$ cat src/verilog/mfmpg_pkg.sv
// Constants, types and helpers shared by the MFM phase-compare gate
package mfmpg_pkg;

    // Master clock
    localparam int CLK_PERIOD_NS = 10;

    // Data rate selection codes
    typedef enum logic [1:0] {
        RATE_500  = 2'h0,
        RATE_300  = 2'h1,
        RATE_250  = 2'h2,
        RATE_1000 = 2'h3
    } mfmpg_rate_t;

    // Bit cell lengths per rate
    localparam int CELL_NS_250  = 4000;
    localparam int CELL_NS_300  = 3333;
    localparam int CELL_NS_500  = 2000;
    localparam int CELL_NS_1000 = 1000;

    // Quarter cell delay per rate, in ns
    localparam int QUARTER_NS_250  = CELL_NS_250 / 4;
    localparam int QUARTER_NS_300  = CELL_NS_300 / 4;
    localparam int QUARTER_NS_500  = 500;
    localparam int QUARTER_NS_1000 = CELL_NS_1000 / 4;

    // Counter widths
    localparam int PER_W  = 9;   // Oscillator period / phase
    localparam int TS_W   = 10;  // Delay-line time stamps
    localparam int FACC_W = 6;   // Frequency integrator

    // Loop constants
    localparam int FIFO_DEPTH   = 4;
    localparam int FREQ_ACC_LIM = 16;
    localparam int TRIM_SHIFT   = 4;  // Trim range = nominal / 16

    // Phase detector states
    typedef enum logic [2:0] {
        PD_IDLE = 3'h1,
        PD_UP   = 3'h2,
        PD_DN   = 3'h4
    } mfmpg_pd_t;

    // Reset values
    localparam logic [FACC_W-1:0] FACC_RST = 6'h00;
    localparam logic [TS_W-1:0]   TS_RST   = 10'h000;
    localparam logic [PER_W-1:0]  PH_RST   = 9'h000;

    // Half cell (one oscillator period) in clock cycles
    function automatic logic [PER_W-1:0] half_cycles(input mfmpg_rate_t rate);
        case (rate)
            RATE_250:  half_cycles = PER_W'(CELL_NS_250 / 2 / CLK_PERIOD_NS);
            RATE_300:  half_cycles = PER_W'(CELL_NS_300 / 2 / CLK_PERIOD_NS);
            RATE_1000: half_cycles = PER_W'(CELL_NS_1000 / 2 / CLK_PERIOD_NS);
            default:   half_cycles = PER_W'(CELL_NS_500 / 2 / CLK_PERIOD_NS);
        endcase
    endfunction

    // Quarter cell in clock cycles
    function automatic logic [TS_W-1:0] quarter_cycles(input mfmpg_rate_t rate);
        case (rate)
            RATE_250:  quarter_cycles = TS_W'(QUARTER_NS_250 / CLK_PERIOD_NS);
            RATE_300:  quarter_cycles = TS_W'(QUARTER_NS_300 / CLK_PERIOD_NS);
            RATE_1000: quarter_cycles = TS_W'(QUARTER_NS_1000 / CLK_PERIOD_NS);
            default:   quarter_cycles = TS_W'(QUARTER_NS_500 / CLK_PERIOD_NS);
        endcase
    endfunction

    // Allowed frequency trim around nominal period
    function automatic logic [PER_W-1:0] trim_span(input logic [PER_W-1:0] nom);
        trim_span = nom >> TRIM_SHIFT;
    endfunction

endpackage

$ cat src/verilog/mfmpg_fifo.sv
// Small flip-flop FIFO carrying delayed-pulse time stamps
`timescale 1ns/1ps
module mfmpg_fifo #(
    parameter int WIDTH = 10,
    parameter int DEPTH = 4
) (
    // Clock and reset
    input  wire logic             clk,
    input  wire logic             rst_n,
    // Fill side
    input  wire logic             in_valid,
    output logic                  in_ready,
    input  wire logic [WIDTH-1:0] in_data,
    // Drain side
    output logic                  out_valid,
    input  wire logic             out_ready,
    output logic [WIDTH-1:0]      out_data
);
    localparam int AW = (DEPTH > 1) ? $clog2(DEPTH) : 1;

    // Pointers wrap naturally, so depth must be a power of two
    if (DEPTH < 2 || (1 << AW) != DEPTH || WIDTH < 1) begin : g_bad_param
        $error("mfmpg_fifo: DEPTH must be a power of two >= 2");
    end

    logic [WIDTH-1:0] mem_reg [DEPTH];   // Storage
    logic [AW-1:0]    wr_ptr_reg;        // Next slot to write
    logic [AW-1:0]    rd_ptr_reg;        // Head slot
    logic [AW:0]      count_reg;         // Occupancy
    logic             push;
    logic             pop;

    // Honest full and empty from occupancy
    assign in_ready  = (count_reg != (AW+1)'(DEPTH));
    assign out_valid = (count_reg != '0);
    assign out_data  = mem_reg[rd_ptr_reg];
    assign push      = in_valid && in_ready;
    assign pop       = out_valid && out_ready;

    // Storage write, no reset needed on data
    always_ff @(posedge clk) begin
        if (push) begin
            mem_reg[wr_ptr_reg] <= in_data;
        end
    end

    // Pointers and occupancy
    always_ff @(posedge clk or negedge rst_n) begin
        if (!rst_n) begin
            wr_ptr_reg <= '0;
            rd_ptr_reg <= '0;
            count_reg  <= '0;
        end else begin
            if (push) begin
                wr_ptr_reg <= wr_ptr_reg + 1'b1;
            end
            if (pop) begin
                rd_ptr_reg <= rd_ptr_reg + 1'b1;
            end
            case ({push, pop})
                2'b10:   count_reg <= count_reg + 1'b1;
                2'b01:   count_reg <= count_reg - 1'b1;
                default: count_reg <= count_reg;
            endcase
        end
    end

endmodule

$ cat src/verilog/mfmpg_top.sv
// Digital MFM data separator: quarter-cell delay, pulse gate, phase loop
`timescale 1ns/1ps
module mfmpg_top
    import mfmpg_pkg::*;
(
    // Clock and reset
    input  wire logic       MCLK,
    input  wire logic       RST_N,
    // Drive read channel
    input  wire logic       RDATA_IN,
    // Controller control, same clock domain
    input  wire logic       READ_GATE,
    input  wire logic [1:0] RATE_SEL,
    // Recovered clock and separated data
    output logic            RD_CLK,
    output logic            RD_DATA,
    output logic            RD_WIN,
    output logic            RD_STB,
    // Loop status
    output logic            PUMP_UP,
    output logic            PUMP_DN,
    output logic            OVERRUN
);

    // Reset release synchroniser
    logic rst_q1_reg;
    logic rst_n;

    always_ff @(posedge MCLK or negedge RST_N) begin
        if (!RST_N) begin
            rst_q1_reg <= 1'b0;
            rst_n      <= 1'b0;
        end else begin
            rst_q1_reg <= 1'b1;
            rst_n      <= rst_q1_reg;
        end
    end

    // Read pulse pin synchroniser and edge detect
    logic rd_s1_reg;        // First stage, only read by second
    logic rd_s2_reg;
    logic rd_s3_reg;
    logic rd_lvl_reg;       // Accepted level
    logic rise;             // Leading edge of a read pulse

    always_ff @(posedge MCLK or negedge rst_n) begin
        if (!rst_n) begin
            rd_s1_reg  <= 1'b0;
            rd_s2_reg  <= 1'b0;
            rd_s3_reg  <= 1'b0;
            rd_lvl_reg <= 1'b0;
        end else begin
            rd_s1_reg <= RDATA_IN;
            rd_s2_reg <= rd_s1_reg;
            rd_s3_reg <= rd_s2_reg;
            // Level moves only when stages two and three agree
            if (rd_s2_reg == rd_s3_reg) begin
                rd_lvl_reg <= rd_s3_reg;
            end
        end
    end

    assign rise = rd_s2_reg && rd_s3_reg && !rd_lvl_reg;

    // Rate setting and nominal counts
    mfmpg_rate_t      rate_reg;
    logic [PER_W-1:0] half_nom_reg;    // Nominal oscillator period
    logic [TS_W-1:0]  quarter_reg;     // Quarter-cell delay
    logic             rate_chg;

    // Reset ratios fixed at elaboration so reset branches load constants only
    localparam logic [PER_W-1:0] HALF_RST    = half_cycles(RATE_500);
    localparam logic [TS_W-1:0]  QUARTER_RST = quarter_cycles(RATE_500);

    assign rate_chg = (mfmpg_rate_t'(RATE_SEL) != rate_reg);

    // Divide ratios follow the selected rate
    always_ff @(posedge MCLK or negedge rst_n) begin
        if (!rst_n) begin
            rate_reg     <= RATE_500;
            half_nom_reg <= HALF_RST;
            quarter_reg  <= QUARTER_RST;
        end else begin
            rate_reg     <= mfmpg_rate_t'(RATE_SEL);
            half_nom_reg <= half_cycles(mfmpg_rate_t'(RATE_SEL));
            quarter_reg  <= quarter_cycles(mfmpg_rate_t'(RATE_SEL));
        end
    end

    // Reference divider: one tick per half cell, twice the data rate
    logic [PER_W-1:0] ref_cnt_reg;
    logic             ref_tick;

    assign ref_tick = (ref_cnt_reg == half_nom_reg - 1'b1);

    always_ff @(posedge MCLK or negedge rst_n) begin
        if (!rst_n) begin
            ref_cnt_reg <= PH_RST;
        end else if (ref_tick || rate_chg) begin
            ref_cnt_reg <= PH_RST;
        end else begin
            ref_cnt_reg <= ref_cnt_reg + 1'b1;
        end
    end

    // Pulse source: reference while idle, drive pulses while reading
    logic src_pulse;

    assign src_pulse = READ_GATE ? rise : ref_tick;

    // Free-running time base for the delay line
    logic [TS_W-1:0] now_reg;

    always_ff @(posedge MCLK or negedge rst_n) begin
        if (!rst_n) begin
            now_reg <= TS_RST;
        end else begin
            now_reg <= now_reg + 1'b1;
        end
    end

    // Quarter-cell delay: each pulse that finds a free slot stores its due time in the FIFO
    logic            dl_in_ready;
    logic            dl_out_valid;
    logic [TS_W-1:0] dl_out_data;
    logic            dly_due;
    logic            dly_pulse;      // Delayed pulse into the detector

    assign dly_due   = (dl_out_data == now_reg);
    assign dly_pulse = dl_out_valid && dly_due;

    mfmpg_fifo #(
        .WIDTH (TS_W),
        .DEPTH (FIFO_DEPTH)
    ) u_delay (
        .clk       (MCLK),
        .rst_n     (rst_n),
        .in_valid  (src_pulse),
        .in_ready  (dl_in_ready),
        .in_data   (TS_W'(now_reg + quarter_reg)),   // Due time wraps with the time base
        .out_valid (dl_out_valid),
        .out_ready (dly_due),
        .out_data  (dl_out_data)
    );

    // Sticky overrun: a pulse met a full delay line and was lost
    always_ff @(posedge MCLK or negedge rst_n) begin
        if (!rst_n) begin
            OVERRUN <= 1'b0;
        end else if (src_pulse && !dl_in_ready) begin
            OVERRUN <= 1'b1;
        end else if (!READ_GATE) begin
            OVERRUN <= 1'b0;
        end
    end

    // Oscillator and phase detector signals
    mfmpg_pd_t        pd_state_reg;
    logic             tick_reg;        // Halves pump gain
    logic [PER_W-1:0] per_reg;         // Current oscillator period
    logic [PER_W-1:0] ph_reg;          // Oscillator phase
    logic [PER_W-1:0] ph_next;
    logic [PER_W:0]   ph_sum;
    logic [1:0]       step;
    logic [PER_W-1:0] half_per;
    logic             osc_edge;
    logic             boundary;        // Mid-point between two edges
    logic             gate_reg;        // Pulse gate: comparison enabled
    logic             cmp_done;

    // Phase step: pumping speeds up or slows the oscillator
    always_comb begin
        step = 2'h1;
        if (pd_state_reg == PD_UP && tick_reg) begin
            step = 2'h2;
        end else if (pd_state_reg == PD_DN && tick_reg) begin
            step = 2'h0;
        end
        ph_sum   = {1'b0, ph_reg} + (PER_W+1)'(step);
        osc_edge = (ph_sum >= {1'b0, per_reg});
        if (osc_edge) begin
            ph_next = PER_W'(ph_sum - {1'b0, per_reg});
        end else begin
            ph_next = ph_sum[PER_W-1:0];
        end
        half_per = per_reg >> 1;
        boundary = !osc_edge && (ph_reg < half_per) && (ph_next >= half_per);
    end

    // Oscillator phase: one edge per window, two per cell
    always_ff @(posedge MCLK or negedge rst_n) begin
        if (!rst_n) begin
            ph_reg   <= PH_RST;
            tick_reg <= 1'b0;
        end else begin
            ph_reg   <= ph_next;
            tick_reg <= !tick_reg;
        end
    end

    // Pulse gate: armed by the undelayed pulse, used by the delayed one
    assign cmp_done = dly_pulse || (pd_state_reg == PD_DN && boundary);

    always_ff @(posedge MCLK or negedge rst_n) begin
        if (!rst_n) begin
            gate_reg <= 1'b0;
        end else if (src_pulse) begin
            gate_reg <= 1'b1;
        end else if (cmp_done) begin
            gate_reg <= 1'b0;
        end
    end

    // Phase detector: compares delayed pulse against oscillator edge
    always_ff @(posedge MCLK or negedge rst_n) begin
        if (!rst_n) begin
            pd_state_reg <= PD_IDLE;
        end else begin
            case (pd_state_reg)
                PD_IDLE: begin
                    // Ungated edges make no comparison
                    if (gate_reg && dly_pulse && !osc_edge) begin
                        pd_state_reg <= PD_UP;
                    end else if (gate_reg && osc_edge && !dly_pulse) begin
                        pd_state_reg <= PD_DN;
                    end else begin
                        pd_state_reg <= PD_IDLE;
                    end
                end
                PD_UP: begin
                    if (osc_edge) begin
                        pd_state_reg <= PD_IDLE;
                    end
                end
                PD_DN: begin
                    // Pulse came late, or never came by the mid-point: drop the comparison
                    if (cmp_done) begin
                        pd_state_reg <= PD_IDLE;
                    end
                end
                default: pd_state_reg <= PD_IDLE;
            endcase
        end
    end

    // Frequency integrator: slow period trim, jitter averages out
    logic signed [FACC_W-1:0] facc_reg;
    logic [PER_W-1:0]         per_min;
    logic [PER_W-1:0]         per_max;

    assign per_min = half_nom_reg - trim_span(half_nom_reg);
    assign per_max = half_nom_reg + trim_span(half_nom_reg);

    always_ff @(posedge MCLK or negedge rst_n) begin
        if (!rst_n) begin
            facc_reg <= FACC_RST;
            per_reg  <= HALF_RST;
        end else if (rate_chg) begin
            facc_reg <= FACC_RST;
            per_reg  <= half_cycles(mfmpg_rate_t'(RATE_SEL));
        end else if (pd_state_reg == PD_UP) begin
            // Many lead cycles needed before the period shrinks
            if (facc_reg == FACC_W'(FREQ_ACC_LIM - 1)) begin
                facc_reg <= FACC_RST;
                if (per_reg > per_min) begin
                    per_reg <= per_reg - 1'b1;
                end
            end else begin
                facc_reg <= facc_reg + 1'b1;
            end
        end else if (pd_state_reg == PD_DN) begin
            if (facc_reg == -FACC_W'(FREQ_ACC_LIM - 1)) begin
                facc_reg <= FACC_RST;
                if (per_reg < per_max) begin
                    per_reg <= per_reg + 1'b1;
                end
            end else begin
                facc_reg <= facc_reg - 1'b1;
            end
        end
        // No comparison leaves the period untouched
    end

    // Window decode: window centred on its edge, closed at mid-point
    logic win_hit_reg;

    always_ff @(posedge MCLK or negedge rst_n) begin
        if (!rst_n) begin
            win_hit_reg <= 1'b0;
            RD_DATA     <= 1'b0;
            RD_WIN      <= 1'b0;
            RD_STB      <= 1'b0;
        end else begin
            RD_STB <= 1'b0;
            if (boundary) begin
                // A pulse landing on the boundary belongs to the closing window
                RD_DATA     <= win_hit_reg || dly_pulse;
                RD_WIN      <= !RD_WIN;
                RD_STB      <= READ_GATE;
                win_hit_reg <= 1'b0;
            end else if (dly_pulse) begin
                win_hit_reg <= 1'b1;
            end
        end
    end

    // Recovered read clock and pump indicators
    always_ff @(posedge MCLK or negedge rst_n) begin
        if (!rst_n) begin
            RD_CLK  <= 1'b0;
            PUMP_UP <= 1'b0;
            PUMP_DN <= 1'b0;
        end else begin
            RD_CLK  <= (ph_next < half_per);
            PUMP_UP <= (pd_state_reg == PD_UP);
            PUMP_DN <= (pd_state_reg == PD_DN);
        end
    end

endmodule

$ cat config.mk
export PLATFORM = sky130hd
export DESIGN_NAME = mfmpg_top
export DESIGN_NICKNAME = d
export VERILOG_FILES = /design/src/verilog/mfmpg_pkg.sv /design/src/verilog/mfmpg_fifo.sv /design/src/verilog/mfmpg_top.sv
export SDC_FILE = /design/constraint.sdc
export NUM_CORES = 1
export LEC_CHECK = 0
export BUFFER_PORTS_ARGS = -buffer_cell sky130_fd_sc_hd__buf_4
export CORE_MARGIN = 5
export CORE_UTILIZATION = 40
export CTS_CLUSTER_DIAMETER = 150
export CTS_CLUSTER_SIZE = 20
export DETAILED_ROUTE_END_ITERATION = 7
export HOLD_SLACK_MARGIN = 0.08
export PLACE_DENSITY_LB_ADDON = 0.3
export SLEW_MARGIN = 20
export SYNTH_ARGS = -nofsm -noshare
export SYNTH_HDL_FRONTEND = slang
export SYNTH_SLANG_ARGS = --single-unit
$ cat constraint.sdc
create_clock -name MCLK -period 3.85 [get_ports MCLK]
set_input_delay 0 -clock MCLK [delete_from_list [all_inputs] [get_ports MCLK]]
set_output_delay 0 -clock MCLK [all_outputs]
set_load 0.1 [all_outputs]
# After elaboration in Yosys (flattened, before gate mapping)
# Memories as Yosys holds them, arrays and structs flattened.
# Index checks and enable logic that the tools add are counted.
# classes
add_sub_neg,16
magnitude_cmp,6
n_eq_ne,20
mux,34
n_reduce_logical,32
# op_table
op,n
$mux W9,9
$mux W6,5
$pmux W8 S3,1
$pmux W7 S3,1
$add A9 B1 Y9 const B,2
$lt A9 B8 Y1,2
$sub A9 B1 Y9 const B,2
$logic_and A1 B1 Y1,14
$eq A6 B5 Y1 const B,2
$mux W3,4
$reduce_bool A3 Y1,4
$mux W1,11
$add A10 B1 Y10 const B,1
$add A10 B10 Y10,1
$add A9 B2 Y10,1
$eq A10 B10 Y1,1
$ge A10 B9 Y1,1
$add A9 B5 Y9,1
$eq A9 B9 Y1,1
$ge A9 B8 Y1,1
$gt A9 B9 Y1,1
$lt A9 B9 Y1,1
$ne A3 B3 Y1 const B,3
$pmux W3 S3,1
other kinds (23),37
# totals
register_bits,90
mem_bits_rw,40
input_bits,6
elab_cells,137
memories,1
# memory_table
memory,depth,word_bits,read_ports,rd_ports_with_merged_regs,write_ports,line,source
u_delay.mem_reg,4,10,1,0,1,mfmpg_fifo.sv:26,logic [WIDTH-1:0] mem_reg [DEPTH];

# Longest topological paths before layout
# logic_depth
word_depth,13
mapped_depth,26
depth_no_buf,24

# Cells and area by module
# A second synthesis with hierarchy kept.
# unflattened
hier_cells,680
hier_area_um2,7379.6
# modules_own_cells
module,instances,cells_each,area_per_inst_um2
mfmpg_top,1,591,5500.3
mfmpg_fifo,1,89,1879.3

# Least setup slack after synthesis
# No wires, ideal clock.
# synth_path
kind,reg-to-reg
startpoint,reg pd_state_reg[2]
endpoint,reg pd_state_reg[0]
setup_ns,0.080
arrival_time_ns,5.018
setup_slack_ns,-1.248
path_stages_with_launch,25
period_less_slack_ns,5.098
path_cell_list,dfrtp_1 nor2_1 nand2_1 inv_1 buf_2 o21ai_0 ha_1 fa_1 inv_1 fa_1 nand2b_1 a211oi_1 o21a_1 nand2b_1 clkbuf_1 nor2_1 a21oi_1 ha_1 a21oi_1 o221ai_1 o221ai_1 nand2_1 o211ai_1 a22oi_1 o22a_1
# synth_via
elab_chain_len,13
elab_cells_between_ends,26
cone_classes,2 x add/sub; 2 x order compare; 5 x eq/ne; 6 x mux; 11 x reduce/logical
# synth_lines
element,line,source
start: declaration,mfmpg_top.sv:158,mfmpg_pd_t pd_state_reg;
start signal: assignment,mfmpg_top.sv:217,pd_state_reg <= PD_IDLE;
start signal: assignment,mfmpg_top.sv:223,pd_state_reg <= PD_UP;
start signal: assignment,mfmpg_top.sv:225,pd_state_reg <= PD_DN;
$eq A3 B3 Y1,mfmpg_top.sv:176,end else if (pd_state_reg == PD_DN && tick_reg) begin
$logic_and A1 B1 Y1,mfmpg_top.sv:176,
$mux W1,mfmpg_top.sv:176,
$mux W2 *,mfmpg_top.sv:174,if (pd_state_reg == PD_UP && tick_reg) begin
$add A9 B2 Y10 *,mfmpg_top.sv:179,"ph_sum = {1'b0, ph_reg} + (PER_W+1)'(step);"
$sub A9 B9 Y9 / $ge A10 B9 Y1 (equally long branches),"mfmpg_top.sv:182, mfmpg_top.sv:180",
$mux W9 *,mfmpg_top.sv:181,if (osc_edge) begin
via ph_next[4],mfmpg_top.sv:162,logic [PER_W-1:0] ph_next;
$ge A9 B8 Y1 *,mfmpg_top.sv:187,boundary = !osc_edge && (ph_reg < half_per) && (ph_next >= half_per);
$logic_and A1 B1 Y1 *,mfmpg_top.sv:187,
$logic_and A1 B1 Y1 *,mfmpg_top.sv:202,assign cmp_done = dly_pulse || (pd_state_reg == PD_DN && boundary);
$logic_or A1 B1 Y1 *,mfmpg_top.sv:202,
$ne A2 B2 Y1 (no source line) *,--,
$reduce_and A2 Y1 (no source line) *,--,
# The timed path passes the listed nets; every way through them passes the cells marked *.
# A chain may end at the register's enable or synchronous reset.

# Worst setup path in the final report
# layout_path
startpoint,reg pd_state_reg[0]
endpoint,reg pd_state_reg[0]
# Same word-level chain as after synthesis.

==> metrics.txt <==
# TYPE chip_impl_metric gauge
chip_impl_info{name="outcome",value="finished with violations"} 1
chip_impl_info{name="violated_checks",value="negative setup slack"} 1
chip_impl_metric{name="detail_route.wl_per_cell",unit="um"} 16.0
chip_impl_metric{name="core_region_area",unit="mm^2"} 0.0180
chip_impl_metric{name="share_comb_of_total_power",unit=""} 0.515
chip_impl_metric{name="internal_power",unit="uW"} 3980
chip_impl_metric{name="layout.nets",unit=""} 868
chip_impl_metric{name="clockBufferDepth",unit=""} 2
chip_impl_metric{name="tightest_slew",unit="ns"} 0.626
chip_impl_metric{name="routed_wirelength",unit="um"} 16300
chip_impl_metric{name="final-hold-violation-count",unit=""} 0
chip_impl_metric{name="effective_utilization_at_floorplan",unit=""} 0.408
chip_impl_metric{name="pwr-share-seq",unit=""} 0.256
chip_impl_metric{name="synth-edff-count",unit=""} 40
chip_impl_metric{name="report.power.total",unit="uW"} 6400
chip_impl_metric{name="area_growth_syn_to_layout",unit="%"} 23.0
chip_impl_metric{name="yosysSeqAreaShare",unit=""} 0.429
chip_impl_info{name="hold_path_class",value="input pin to flip-flop"} 1
chip_impl_metric{name="drcViolationCount",unit=""} 0
chip_impl_metric{name="pwr_density_cell",unit="mW/mm^2"} 706
chip_impl_metric{name="mappedNetlistNets",unit=""} 770
chip_impl_metric{name="finish.instance_area",unit="mm^2"} 0.00906
chip_impl_metric{name="clock_network_fraction_of_design_power",unit=""} 0.230
chip_impl_metric{name="synth_cells",unit=""} 677
chip_impl_metric{name="filler_cell_count",unit=""} 1568
chip_impl_metric{name="worst_slew_margin_rel",unit=""} 0.577
chip_impl_metric{name="switching_share",unit=""} 0.378
chip_impl_metric{name="critPathArrivalTime",unit="ns"} 4.96
chip_impl_metric{name="ctsHtreeMaxLevel",unit=""} 4
chip_impl_metric{name="buffer_ports.inserted",unit=""} 12
chip_impl_metric{name="drt_pass1_iterations",unit=""} 5
chip_impl_metric{name="io_pins",unit=""} 13
chip_impl_metric{name="p_switching",unit="uW"} 2420
chip_impl_metric{name="number_of_violations_of_the_max_capacitance_limit",unit=""} 0
chip_impl_metric{name="die_width",unit="um"} 146
chip_impl_info{name="critical_setup_path_kind",value="flip-flop to flip-flop"} 1
chip_impl_metric{name="worst_ir_drop_vdd",unit="mV"} 0.643
chip_impl_metric{name="dp_hpwl",unit="um"} 11700
chip_impl_metric{name="synth.yosys.warnings",unit=""} 0
chip_impl_metric{name="placement_rows",unit=""} 49
chip_impl_info{name="critical_path.reg2reg.endpoint",value="pd_state_reg[0]"} 1
chip_impl_metric{name="synth.lib_cells_used.distinct",unit=""} 64
chip_impl_metric{name="worstPathMaxFanout",unit=""} 4
chip_impl_info{name="cts_root_buffer",value="sky130_fd_sc_hd__clkbuf_16"} 1
chip_impl_metric{name="cts_buffers",unit=""} 17
chip_impl_metric{name="worst_hold_slack",unit="ns"} 0.247
chip_impl_metric{name="antenna_found_initial",unit=""} 0
chip_impl_metric{name="fin_crit",unit="ns"} 4.61
chip_impl_metric{name="clock_sink_count",unit=""} 118
chip_impl_metric{name="clk_transition_reported_paths",unit="ns"} 0.06
chip_impl_info{name="timing.critical_path.from_type",value="flip-flop"} 1
chip_impl_metric{name="worst_reg2reg_path_length_in_cells",unit=""} 23
chip_impl_metric{name="async_sr_flop_fraction",unit=""} 0.661
chip_impl_metric{name="place.gp.congestion",unit=""} 0.897
chip_impl_metric{name="largest_reg_flops",unit=""} 40
chip_impl_metric{name="r2r_setup_slack",unit="ns"} -0.76
chip_impl_metric{name="num_vias",unit=""} 5406
chip_impl_metric{name="die_height",unit="um"} 146
chip_impl_metric{name="share_of_layout_cells_above_drive_strength_1",unit=""} 0.223
chip_impl_metric{name="ant_nets",unit=""} 0
chip_impl_metric{name="maximum_number_of_pins_on_one_net_before_global_route_repair",unit=""} 77
chip_impl_metric{name="yosys_register_bits",unit=""} 118
chip_impl_metric{name="synthesis.area",unit="mm^2"} 0.00736
chip_impl_metric{name="first_iter_violations",unit=""} 416
chip_impl_info{name="worstSetupEndpoint",value="pd_state_reg[0]"} 1
chip_impl_metric{name="insertedDiodeCount",unit=""} 0
chip_impl_metric{name="floorplan.die_area",unit="mm^2"} 0.0212
chip_impl_info{name="timing.critical_path.to_type",value="flip-flop"} 1
chip_impl_metric{name="global_route.overflow_total",unit=""} 0
chip_impl_info{name="timing.rr.start",value="pd_state_reg[0]"} 1
chip_impl_metric{name="routed_via_density",unit=""} 5.32
chip_impl_metric{name="clock.fmax",unit="GHz"} 0.217
chip_impl_metric{name="power.leakage",unit="uW"} 0.00401
chip_impl_metric{name="first_global_vias",unit=""} 5561
chip_impl_metric{name="groute.usage.overall",unit=""} 0.157
chip_impl_metric{name="layout_setup_ws",unit="ns"} -0.759
chip_impl_info{name="crit_start",value="pd_state_reg[0]"} 1
chip_impl_metric{name="maxSlewViolCount",unit=""} 0
chip_impl_info{name="synth_flop_cell",value="sky130_fd_sc_hd__dfrtp_1"} 1
chip_impl_metric{name="worst_skew_pair.late_latency",unit="ns"} 0.42
chip_impl_metric{name="setup_viol",unit=""} 8
chip_impl_metric{name="number_of_stages_on_the_worst_hold_path",unit=""} 2
chip_impl_info{name="cts_tree",value="built"} 1
chip_impl_metric{name="grt_pass1_wl",unit="um"} 27200
chip_impl_metric{name="timing.final.crit_share",unit=""} 1.20
chip_impl_metric{name="clock_skew",unit="ns"} 0.00849
chip_impl_metric{name="worstPathRequired",unit="ns"} 4.20
chip_impl_metric{name="detailed_place.area",unit="mm^2"} 0.00811
chip_impl_info{name="grt_setup_unrepaired",value="true"} 1
chip_impl_metric{name="dp_worst_setup_slack",unit="ns"} -0.868
chip_impl_metric{name="postSynthAreaPerCell",unit="um^2"} 10.9
==> worst min-delay path by stage <==
stage,start,to,slack [ns]
2_1_floorplan,RST_N,rst_n,-0.30
3_3_place_gp,RST_N,rst_q1_reg,-0.22
3_5_place_dp,RST_N,rst_q1_reg,-0.21
4_1_cts,RDATA_IN,rd_s1_reg,0.22
5_1_grt,RDATA_IN,rd_s1_reg,0.24
6_report,RDATA_IN,rd_s1_reg,0.25
==> power groups by stage <==
stage / combinational [uW] / sequential [uW] / clock, uW
after floorplan: 1590 / 1760 / 0
after global placement: 2480 / 1650 / 0
after detailed placement: 2560 / 1660 / 0
after CTS: 3050 / 1640 / 1500
after global routing: 3590 / 1660 / 1560
final: 3290 / 1640 / 1470
==> layout make-up <==
| class | instances | area, um^2 | share of cell area |
|---|---|---|---|
| Timing Repair Buffer | 90 | 718 | 0.0793 |
| Multi-Input combinational cell | 498 | 4150 | 0.458 |
| Clock inverter | 14 | 125 | 0.0138 |
| Inverter | 50 | 188 | 0.0207 |
| Sequential cell | 118 | 3170 | 0.349 |
| Tap cell | 229 | 287 | 0.0316 |
| Clock buffer | 18 | 429 | 0.0474 |
==> cells in the final DEF (no fill, tap or decap), types with 13 or more instances in the layout <==
master	instances
sky130_fd_sc_hd__a21oi_1	25
sky130_fd_sc_hd__buf_4	79
sky130_fd_sc_hd__clkbuf_16	17
sky130_fd_sc_hd__dfrtp_1	70
sky130_fd_sc_hd__edfxtp_1	40
sky130_fd_sc_hd__ha_1	77
sky130_fd_sc_hd__inv_1	47
sky130_fd_sc_hd__nand2_1	32
sky130_fd_sc_hd__nand3_1	16
sky130_fd_sc_hd__nor2_1	55
sky130_fd_sc_hd__nor3_1	13
sky130_fd_sc_hd__o21ai_0	19
sky130_fd_sc_hd__xnor2_1	47
sky130_fd_sc_hd__xor2_1	32
==> metal layers <==
| layer | up-vias | part of all wire | GRT usage |
|---|---|---|---|
| li1 | 2621 | - | - |
| met2 | 91 | 0.49 | 0.257 |
| met5 | - | 0 | 0 |
| met3 | 18 | 0.035 | 0.0374 |
| met4 | 0 | 0.015 | 0.0448 |
| met1 | 2676 | 0.46 | 0.207 |
==> synthesized netlist by cell type, types with 6 or more instances <==
master / count / area, um^2
sky130_fd_sc_hd__ha_1: 80 / 1000
sky130_fd_sc_hd__dfrtp_1: 71 / 1780
sky130_fd_sc_hd__nor2_1: 58 / 218
sky130_fd_sc_hd__inv_1: 50 / 188
sky130_fd_sc_hd__xnor2_1: 47 / 412
sky130_fd_sc_hd__edfxtp_1: 40 / 1200
sky130_fd_sc_hd__nand2_1: 34 / 128
sky130_fd_sc_hd__xor2_1: 33 / 289
sky130_fd_sc_hd__a21oi_1: 32 / 160
sky130_fd_sc_hd__o21ai_0: 25 / 125
sky130_fd_sc_hd__nand3_1: 17 / 85.1
sky130_fd_sc_hd__nor3_1: 14 / 70.1
sky130_fd_sc_hd__nor2b_1: 12 / 75.1
sky130_fd_sc_hd__and3_1: 10 / 62.6
sky130_fd_sc_hd__a21o_1: 9 / 67.6
sky130_fd_sc_hd__mux4_1: 9 / 236
sky130_fd_sc_hd__mux2i_1: 8 / 80.1
sky130_fd_sc_hd__nand4_1: 8 / 50.1
sky130_fd_sc_hd__and2_1: 7 / 43.8
sky130_fd_sc_hd__dfstp_2: 7 / 184
sky130_fd_sc_hd__fa_1: 7 / 140
sky130_fd_sc_hd__nand2b_1: 7 / 43.8
sky130_fd_sc_hd__a21boi_0: 6 / 45.0
sky130_fd_sc_hd__o211ai_1: 6 / 45.0
sky130_fd_sc_hd__or2_2: 6 / 37.5
==> what timing repair did <==
| action | 4_1_cts | 5_1_grt |
|---|---|---|
| pin swaps | 32 | 22 |
| gates resized for setup | 31 | 12 |
| setup buffers | 17 | 4 |
| hold buffers | 6 | 0 |
| endpoints found under the setup margin | 8 | 19 |
| hold endpoints to repair | 17 | 0 |
==> critical path, cell delays in order (launching register included) <==
cell and delay (ns):
sky130_fd_sc_hd__dfstp_2 0.55, sky130_fd_sc_hd__nor2_2 0.05, sky130_fd_sc_hd__nand2_2 0.08, sky130_fd_sc_hd__nor2_2 0.05, sky130_fd_sc_hd__ha_1 0.27, sky130_fd_sc_hd__a21o_1 0.21
sky130_fd_sc_hd__and2_4 0.17, sky130_fd_sc_hd__and3_4 0.18, sky130_fd_sc_hd__xor2_2 0.14, sky130_fd_sc_hd__ha_1 0.32, sky130_fd_sc_hd__nand4_1 0.16, sky130_fd_sc_hd__a211oi_2 0.22
sky130_fd_sc_hd__o21a_1 0.19, sky130_fd_sc_hd__buf_4 0.14, sky130_fd_sc_hd__nor2b_4 0.05, sky130_fd_sc_hd__o31ai_2 0.32, sky130_fd_sc_hd__ha_1 0.31, sky130_fd_sc_hd__nand3_2 0.10
sky130_fd_sc_hd__o221ai_2 0.11, sky130_fd_sc_hd__o221ai_2 0.15, sky130_fd_sc_hd__nand2_1 0.08, sky130_fd_sc_hd__o211ai_1 0.28, sky130_fd_sc_hd__a22oi_1 0.16, sky130_fd_sc_hd__o22a_1 0.24
==> through the flow <==
stage	instances	util	TNS (ns)
finish	1017	0.502	-5.02
global route	1017	0.502	-7.05
CTS	1012	0.497	-4.67
detailed placement	957	0.450	-5.90
global placement	957	0.450	-4.59
floorplan	677	-	-4.35
==> kinds of logic (layout without fill, tap and decap cells) <==
family | after synthesis | count (layout) | share of synthesized area
buf+inv | 61 | 172 | 0.0330
fa+ha+maj | 87 | 87 | 0.155
xor+xnor | 80 | 80 | 0.0952
compound gates | 117 | 117 | 0.104
flops | 118 | 118 | 0.429
other cells | 1 | 1 | 0.000509
simple gates | 191 | 191 | 0.131
mux | 22 | 22 | 0.0522
(Power assumes the default switching activity.)
